File: config.mk
export PLATFORM = sky130hd
export DESIGN_NAME = bpd_block_power_down_control
export DESIGN_NICKNAME = d
export VERILOG_FILES = /design/src/rtl/bpd_pkg.sv /design/src/rtl/bpd_block_power_down_control.sv
export SDC_FILE = /design/constraint.sdc
export NUM_CORES = 1
export LEC_CHECK = 0
export BUFFER_PORTS_ARGS = -buffer_cell sky130_fd_sc_hd__buf_2
export CAP_MARGIN = 20
export CELL_PAD_IN_SITES_DETAIL_PLACEMENT = 1
export CELL_PAD_IN_SITES_GLOBAL_PLACEMENT = 1
export CORE_MARGIN = 1.5
export CORE_UTILIZATION = 32
export CTS_BUF_LIST = sky130_fd_sc_hd__clkbuf_8 sky130_fd_sc_hd__clkbuf_16
export DETAILED_ROUTE_END_ITERATION = 8
export PLACE_DENSITY = 0.83
export SYNTH_ARGS = -nofsm -noshare
export SYNTH_HDL_FRONTEND = slang
export SYNTH_SLANG_ARGS = --single-unit
File: constraint.sdc
create_clock -name clk_sys_i -period 2 [get_ports clk_sys_i]
set_input_delay 0.4 -clock clk_sys_i [delete_from_list [all_inputs] [get_ports clk_sys_i]]
set_output_delay 0.4 -clock clk_sys_i [all_outputs]
set_load 0.03 [all_outputs]
File: src/rtl/bpd_pkg.sv
// package: register map, field layout, reset values and carrier types for the power-down control block
package bpd_pkg;

  // ****************************************
  // register map
  // ****************************************
  localparam int BPD_ADDR_W = 8;
  localparam int BPD_DATA_W = 16;
  localparam logic [BPD_ADDR_W-1:0] BPD_POWER_DOWN_CONTROL_ADDR = 8'h08;
  localparam int BPD_TOUCH_PD_BIT = 0;
  localparam int BPD_KEYPAD_PD_BIT = 1;
  localparam logic [BPD_DATA_W-1:0] BPD_POWER_DOWN_CONTROL_RST = 16'h0000;
  localparam logic [BPD_DATA_W-1:0] BPD_POWER_DOWN_CONTROL_MASK = 16'h0003;
  localparam logic [BPD_DATA_W-1:0] BPD_READ_ZERO = 16'h0000;

  // ****************************************
  // keypad and panel widths
  // ****************************************
  localparam int BPD_NUM_COLUMNS = 6;
  localparam int BPD_KEYDATA_W = 16;
  localparam int BPD_NUM_SWITCHES = 4;
  localparam logic [BPD_KEYDATA_W-1:0] BPD_KEYDATA_EMPTY = 16'h0000;

  // register port request, one access per cycle
  typedef struct packed {
    logic wr_en;
    logic rd_en;
    logic [BPD_ADDR_W-1:0] addr;
    logic [BPD_DATA_W-1:0] wdata;
  } bpd_reg_req_t;

  // register port answer
  typedef struct packed {
    logic rd_valid;
    logic hit;
    logic [BPD_DATA_W-1:0] rdata;
  } bpd_reg_rsp_t;

endpackage

File: src/rtl/bpd_block_power_down_control.sv
// module: power-down control register and the gating it applies to touch and keypad blocks
module bpd_block_power_down_control #(
  parameter int NUM_COLUMNS = bpd_pkg::BPD_NUM_COLUMNS,
  parameter int NUM_SWITCHES = bpd_pkg::BPD_NUM_SWITCHES
) (
  // clock and reset
  input wire logic clk_sys_i,
  input wire logic rst_n_i,
  // register port from the serial interface
  input wire bpd_pkg::bpd_reg_req_t reg_req_i,
  output bpd_pkg::bpd_reg_rsp_t reg_rsp_o,
  // touch block
  input wire logic [NUM_SWITCHES-1:0] panel_switch_req_i,
  input wire logic pen_detect_i,
  output logic [NUM_SWITCHES-1:0] panel_switch_o,
  output logic pen_detect_en_o,
  output logic pen_interrupt_out_n_o,
  // keypad scanner
  input wire logic [NUM_COLUMNS-1:0] scan_columns_req_i,
  input wire logic key_event_i,
  input wire logic key_data_load_i,
  input wire logic [bpd_pkg::BPD_KEYDATA_W-1:0] key_data_i,
  output logic [NUM_COLUMNS-1:0] scan_column_outputs_o,
  output logic scan_enable_o,
  output logic key_interrupt_out_n_o,
  output logic [bpd_pkg::BPD_KEYDATA_W-1:0] keypad_data_first_o,
  output logic [bpd_pkg::BPD_KEYDATA_W-1:0] keypad_data_second_o,
  // power-down state
  output logic touch_power_down_o,
  output logic keypad_power_down_o
);
  import bpd_pkg::*;

  // elaboration-time refusal of widths the gating cannot serve
  if (NUM_COLUMNS < 1 || NUM_SWITCHES < 1) begin : g_bad_width
    $error("bpd: widths must be at least one");
  end

  // ****************************************
  // register decode
  // ****************************************
  logic [BPD_DATA_W-1:0] pdc_reg;
  logic [BPD_DATA_W-1:0] pdc_next;
  wire addr_hit = (reg_req_i.addr == BPD_POWER_DOWN_CONTROL_ADDR);
  wire wr_hit = reg_req_i.wr_en & addr_hit;
  wire rd_hit = reg_req_i.rd_en & addr_hit;
  assign pdc_next = wr_hit ? (reg_req_i.wdata & BPD_POWER_DOWN_CONTROL_MASK) : pdc_reg;

  always_ff @(posedge clk_sys_i) begin
    if (!rst_n_i) begin
      pdc_reg <= BPD_POWER_DOWN_CONTROL_RST;
    end else begin
      pdc_reg <= pdc_next;
    end
  end

  wire touch_pd = pdc_reg[BPD_TOUCH_PD_BIT];
  wire keypad_pd = pdc_reg[BPD_KEYPAD_PD_BIT];
  assign touch_power_down_o = touch_pd;
  assign keypad_power_down_o = keypad_pd;

  // read answer, registered; unmapped address reads zero with hit low
  bpd_reg_rsp_t rsp_reg;
  bpd_reg_rsp_t rsp_next;
  assign rsp_next.rd_valid = reg_req_i.rd_en;
  assign rsp_next.hit = addr_hit;
  assign rsp_next.rdata = rd_hit ? (pdc_reg & BPD_POWER_DOWN_CONTROL_MASK) : BPD_READ_ZERO;

  always_ff @(posedge clk_sys_i) begin
    if (!rst_n_i) begin
      rsp_reg <= '0;
    end else begin
      rsp_reg <= rsp_next;
    end
  end
  assign reg_rsp_o = rsp_reg;

  // ****************************************
  // touch block gating
  // ****************************************
  logic [NUM_SWITCHES-1:0] sw_reg;
  logic pen_n_reg;
  wire [NUM_SWITCHES-1:0] sw_next = touch_pd ? '0 : panel_switch_req_i;
  wire pen_n_next = touch_pd ? 1'b1 : ~pen_detect_i;

  always_ff @(posedge clk_sys_i) begin
    if (!rst_n_i) begin
      sw_reg <= '0;
      pen_n_reg <= 1'b1;
    end else begin
      sw_reg <= sw_next;
      pen_n_reg <= pen_n_next;
    end
  end
  // combinational override so power-down takes hold in the same cycle the bit sets
  assign panel_switch_o = touch_pd ? '0 : sw_reg;
  assign pen_detect_en_o = ~touch_pd;
  assign pen_interrupt_out_n_o = touch_pd | pen_n_reg;

  // ****************************************
  // keypad scanner gating
  // ****************************************
  logic [NUM_COLUMNS-1:0] col_reg;
  logic key_n_reg;
  logic [BPD_KEYDATA_W-1:0] kd_first_reg;
  logic [BPD_KEYDATA_W-1:0] kd_second_reg;
  wire [NUM_COLUMNS-1:0] col_next = keypad_pd ? '0 : scan_columns_req_i;
  wire key_n_next = keypad_pd ? 1'b1 : ~key_event_i;
  wire kd_load = key_data_load_i & ~keypad_pd;

  always_ff @(posedge clk_sys_i) begin
    if (!rst_n_i) begin
      col_reg <= '0;
      key_n_reg <= 1'b1;
    end else begin
      col_reg <= col_next;
      key_n_reg <= key_n_next;
    end
  end

  // second slot holds the older entry; a new load shifts the first into it
  always_ff @(posedge clk_sys_i) begin
    if (!rst_n_i || keypad_pd) begin
      kd_first_reg <= BPD_KEYDATA_EMPTY;
      kd_second_reg <= BPD_KEYDATA_EMPTY;
    end else if (kd_load) begin
      kd_second_reg <= kd_first_reg;
      kd_first_reg <= key_data_i;
    end
  end

  assign scan_column_outputs_o = keypad_pd ? '0 : col_reg;
  assign scan_enable_o = ~keypad_pd;
  assign key_interrupt_out_n_o = keypad_pd | key_n_reg;
  assign keypad_data_first_o = kd_first_reg;
  assign keypad_data_second_o = kd_second_reg;

endmodule // bpd_block_power_down_control

# --- Word-level counts from Yosys, hierarchy flattened ---
# Cells that the tools add are included.
classes:
  mux: 2
  bitwise_logic: 10
  n_eq_ne: 1
  reduce_logical: 5
ops:
  columns: ["cell", "count"]
  rows:
  - ["$eq 8x4->1 const B", 1]
  - ["$mux 6", 1]
  - ["$not 1->1", 5]
  - ["$mux 4", 1]
  - ["$reduce_or 2->1", 2]
  - ["$and 1x1->1", 3]
  - ["$or 1x1->1", 2]
  - ["$reduce_and 2->1", 1]
  - ["$logic_not 1->1", 1]
  - ["$logic_or 1x1->1", 1]
totals:
  out_inout_bits: 66
  regBits: 64

# --- Logic depth before layout (Yosys ltp) ---
depth:
  ltp_word: 3
  depth_mapped: 4

# --- Worst setup path after synthesis ---
# Ideal clock, no wire load.
synth_path:
  path_type: "reg2out"
  startpoint: "reg pdc_reg[1]"
  endpoint: "out scan_column_outputs_o[0]"
  stages_incl_launch_ff: 3
  setup_slack_ns: 0.504
  arrival_ns: 1.096
  path_buffers: 1
  path_cell_list: "dfxtp_1 clkbuf_1 nor2b_1"
synth_between:
  elab_chain_cells: 1
synth_lines:
  columns: ["item", "line_no", "source"]
  rows:
  - ["start: declaration", "bpd_block_power_down_control.sv:42", "logic [BPD_DATA_W-1:0] pdc_reg;"]
  - ["start signal: assignment", "bpd_block_power_down_control.sv:53", "pdc_reg <= pdc_next;"]
  - ["$mux 6", "bpd_block_power_down_control.sv:132", "assign scan_column_outputs_o = keypad_pd ? '0 : col_reg;"]
  - ["end: declaration", "bpd_block_power_down_control.sv:23", "output logic [NUM_COLUMNS-1:0] scan_column_outputs_o,"]
# No other way between the ends.

# --- Worst setup path in the final report ---
layout_path:
  startpoint: "reg pdc_reg[1]"
  endpoint: "out key_interrupt_out_n_o"
layout_between:
  elab_chain_cells: 1
layout_lines:
  columns: ["item", "line_no", "source"]
  rows:
  - ["$or 1x1->1", "bpd_block_power_down_control.sv:134", "assign key_interrupt_out_n_o = keypad_pd | key_n_reg;"]
  - ["end: declaration", "bpd_block_power_down_control.sv:25", "output logic key_interrupt_out_n_o,"]
# No other way between the ends.

==> impl_metrics.tcl <==
set metrics [dict create \
    status "finished, final reports clean" \
    hold_buffers 0 \
    timing.critical_path.buf_inv 1 \
    internal-power_w 0.001685 \
    whs_path_depth 2 \
    rsz0062_at_grt "no" \
    hold_violations 0 \
    slowest_delay_ns 0.44 \
    hold_path_end "key_n_reg" \
    setup_viol 0 \
    antenna_cells 0 \
    worst_slack_ns 0.3512 \
    yosys.area.top_type "dfxtp_1" \
    instances_no_fill 347 \
    critical_path.max_fanout 12 \
    critPathCaptureType "output port" \
    drc 0 \
    antenna_found_initial 0 \
    rrSetupSlack_ns 0.75 \
    grt_usage_pct 12.77 \
    clk_pin_slew_ns 0.08 \
    final_common_cell "buf_2" \
    ys_warn_count 0 \
    r2r-start "pdc_reg[1]" \
    power_frac_clock_pct 38.0 \
    ir_drop_v 0.0004029 \
    drtPass1Iterations 4 \
    die_y_um 79.99 \
    synth_cells 181 \
    switching_share_pct 24.44 \
    dpl.hpwl_um 3132 \
    critical_path_class "flip-flop to output port" \
    drtIter0Drc 18 \
    cp_slowest_cell "dfxtp_1" \
    io_pins 123 \
    cp.required_ns 1.60 \
    cts.sinks 50 \
    yosysTopAreaCellShare_pct 52.77 \
    crit_path_start_kind "flip-flop" \
    numCtsBuffers 5 \
    final_cell_mix "buf_2, dfxtp_1, mux2i_1" \
    cap_viol_max_count 0 \
    fmax_ghz 0.6065 \
    whs_ns 0.2692 \
    syn_area_um2 1897 \
    power.switching_w 0.0005450 \
    vias 1498 \
    routedWlPerCell_um 11.55 \
    cp_cell_sequence "or2_2 > buf_2" \
    synth_cell_type_count 20 \
    p_per_area_nw_per_um2 884.8 \
    cp_top_family "flip-flops" \
    gp_congestion 0.6822 \
    min_period_ns 1.649 \
    avgViaCountPerCell 4.317 \
    period_share_pct 82.44 \
    ant_nets 0 \
    fin_skew_ns 0.002763 \
    post_cts_resized 0 \
    cts_root_buf "clkbuf_8" \
    place_ws_ns 0.6600 \
    synthTopCellsByArea "dfxtp_1, mux2i_1, buf_4" \
    fin_nets 331 \
    grt_pass1_wl_um 6410 \
    htreeDepth 2 \
    wl_um 4009 \
    clk_path_buf_depth 2 \
    core-area_um2 5608 \
    rows 27 \
    ys_seq_area_share_pct 52.77 \
    grt_pass1_vias 1505 \
    overflow 0 \
    start_util_pct 33.82 \
    die-area_um2 6398 \
    synth_seq_cells 50 \
    worstHoldStart "key_event_i" \
    reg2reg_depth 4 \
    share_comb_of_total_power_pct 14.5 \
    grt_max_degree 33 \
    hp-class "input pin to flip-flop" \
    layout-drive-gt1-share_pct 40.73 \
    slew_viol_final 0 \
    rr_endpoint "keypad_data_first_o[13]" \
    clock_latency_ns 0.29 \
    cts_tree "done" \
    tns_ns 0 \
    dpl.cell_count 339 \
    cts_setup_buffers 0 \
    die_w_um 79.99 \
    syn_to_final_growth_pct 32.85 \
    critPathArrivalTime_ns 1.25 \
    leakage_nw 1.348 \
    io_buffer_count 94 \
    synth_area_per_cell_um2 10.48 \
    power_frac_seq_pct 47.5 \
]
-- cell usage after synthesis --
| cell | instances |
|---|---|
| dfxtp_1 | 50 |
| mux2i_1 | 34 |
| nor2_1 | 32 |
| buf_4 | 17 |
| and2_1 | 11 |
| nor2b_1 | 11 |
| nand2_1 | 7 |
| buf_2 | 4 |
| and3_1 | 2 |
| inv_1 | 2 |
| or2_2 | 2 |
| and2_2 | 1 |
| and3_2 | 1 |
| clkbuf_1 | 1 |
| clkbuf_2 | 1 |
| conb_1 | 1 |
| nand3_2 | 1 |
| nor2b_2 | 1 |
| nor4_4 | 1 |
| nor4b_4 | 1 |
-- how the worst max path moves through the flow --
stage	startpoint	endpoint	slack, ns	depth (start not counted)
CTS	pdc_reg[1]	key_interrupt_out_n_o	0.33	2
finish	pdc_reg[1]	key_interrupt_out_n_o	0.35	2
floorplan	pdc_reg[1]	scan_column_outputs_o[0]	0.50	2
detailed placement	pdc_reg[1]	key_interrupt_out_n_o	0.66	2
global route	pdc_reg[1]	key_interrupt_out_n_o	0.28	2
global placement	pdc_reg[1]	key_interrupt_out_n_o	0.67	2
-- layer usage --
| metal | wire length, µm | up-vias | global-route usage [%] |
|---|---|---|---|
| met5 | 0 | - | 0 |
| met2 | 1876 | 78 | 23.36 |
| met1 | 1681 | 680 | 13.12 |
| li1 | - | 734 | - |
| met4 | 47 | 0 | 3.621 |
| met3 | 404 | 6 | 5.486 |
-- per-stage QoR --
stage               total power (W)  util, %  area (µm²)
global route               0.002340    44.94        2520
CTS                        0.002263    44.94        2520
global placement           0.001401    42.39        2377
detailed placement         0.001410    42.39        2377
finish                     0.002230    44.94        2520
floorplan                  0.001325        -        1946
-- area by class of cell --
class	instances	area, µm²
inverters	2	7.507
repair buffers	96	498.0
flip-flops and latches	50	1001
well taps	72	90.09
fillers	675	3088
clock buffers	6	82.58
clock inverters	2	60.06
multi-input cells	119	780.7
-- power by group through the flow --
stage | clock network [W] | logic, W | registers, W
global placement | 0 | 0.000319 | 0.00108
detailed placement | 0 | 0.000326 | 0.00108
floorplan | 0 | 0.000181 | 0.00114
finish | 0.000847 | 0.000322 | 0.00106
global route | 0.000926 | 0.000348 | 0.00107
CTS | 0.000875 | 0.000327 | 0.00106
-- cell families after synthesis --
| family | Yosys count | synth area share (%) |
|---|---|---|
| other | 1 | 0.1977 |
| buffers and inverters | 25 | 8.641 |
| muxes | 34 | 17.94 |
| and+or+nand+nor | 71 | 20.45 |
| DFF | 50 | 52.77 |
Note: power is estimated with default switching activity, not from simulation.
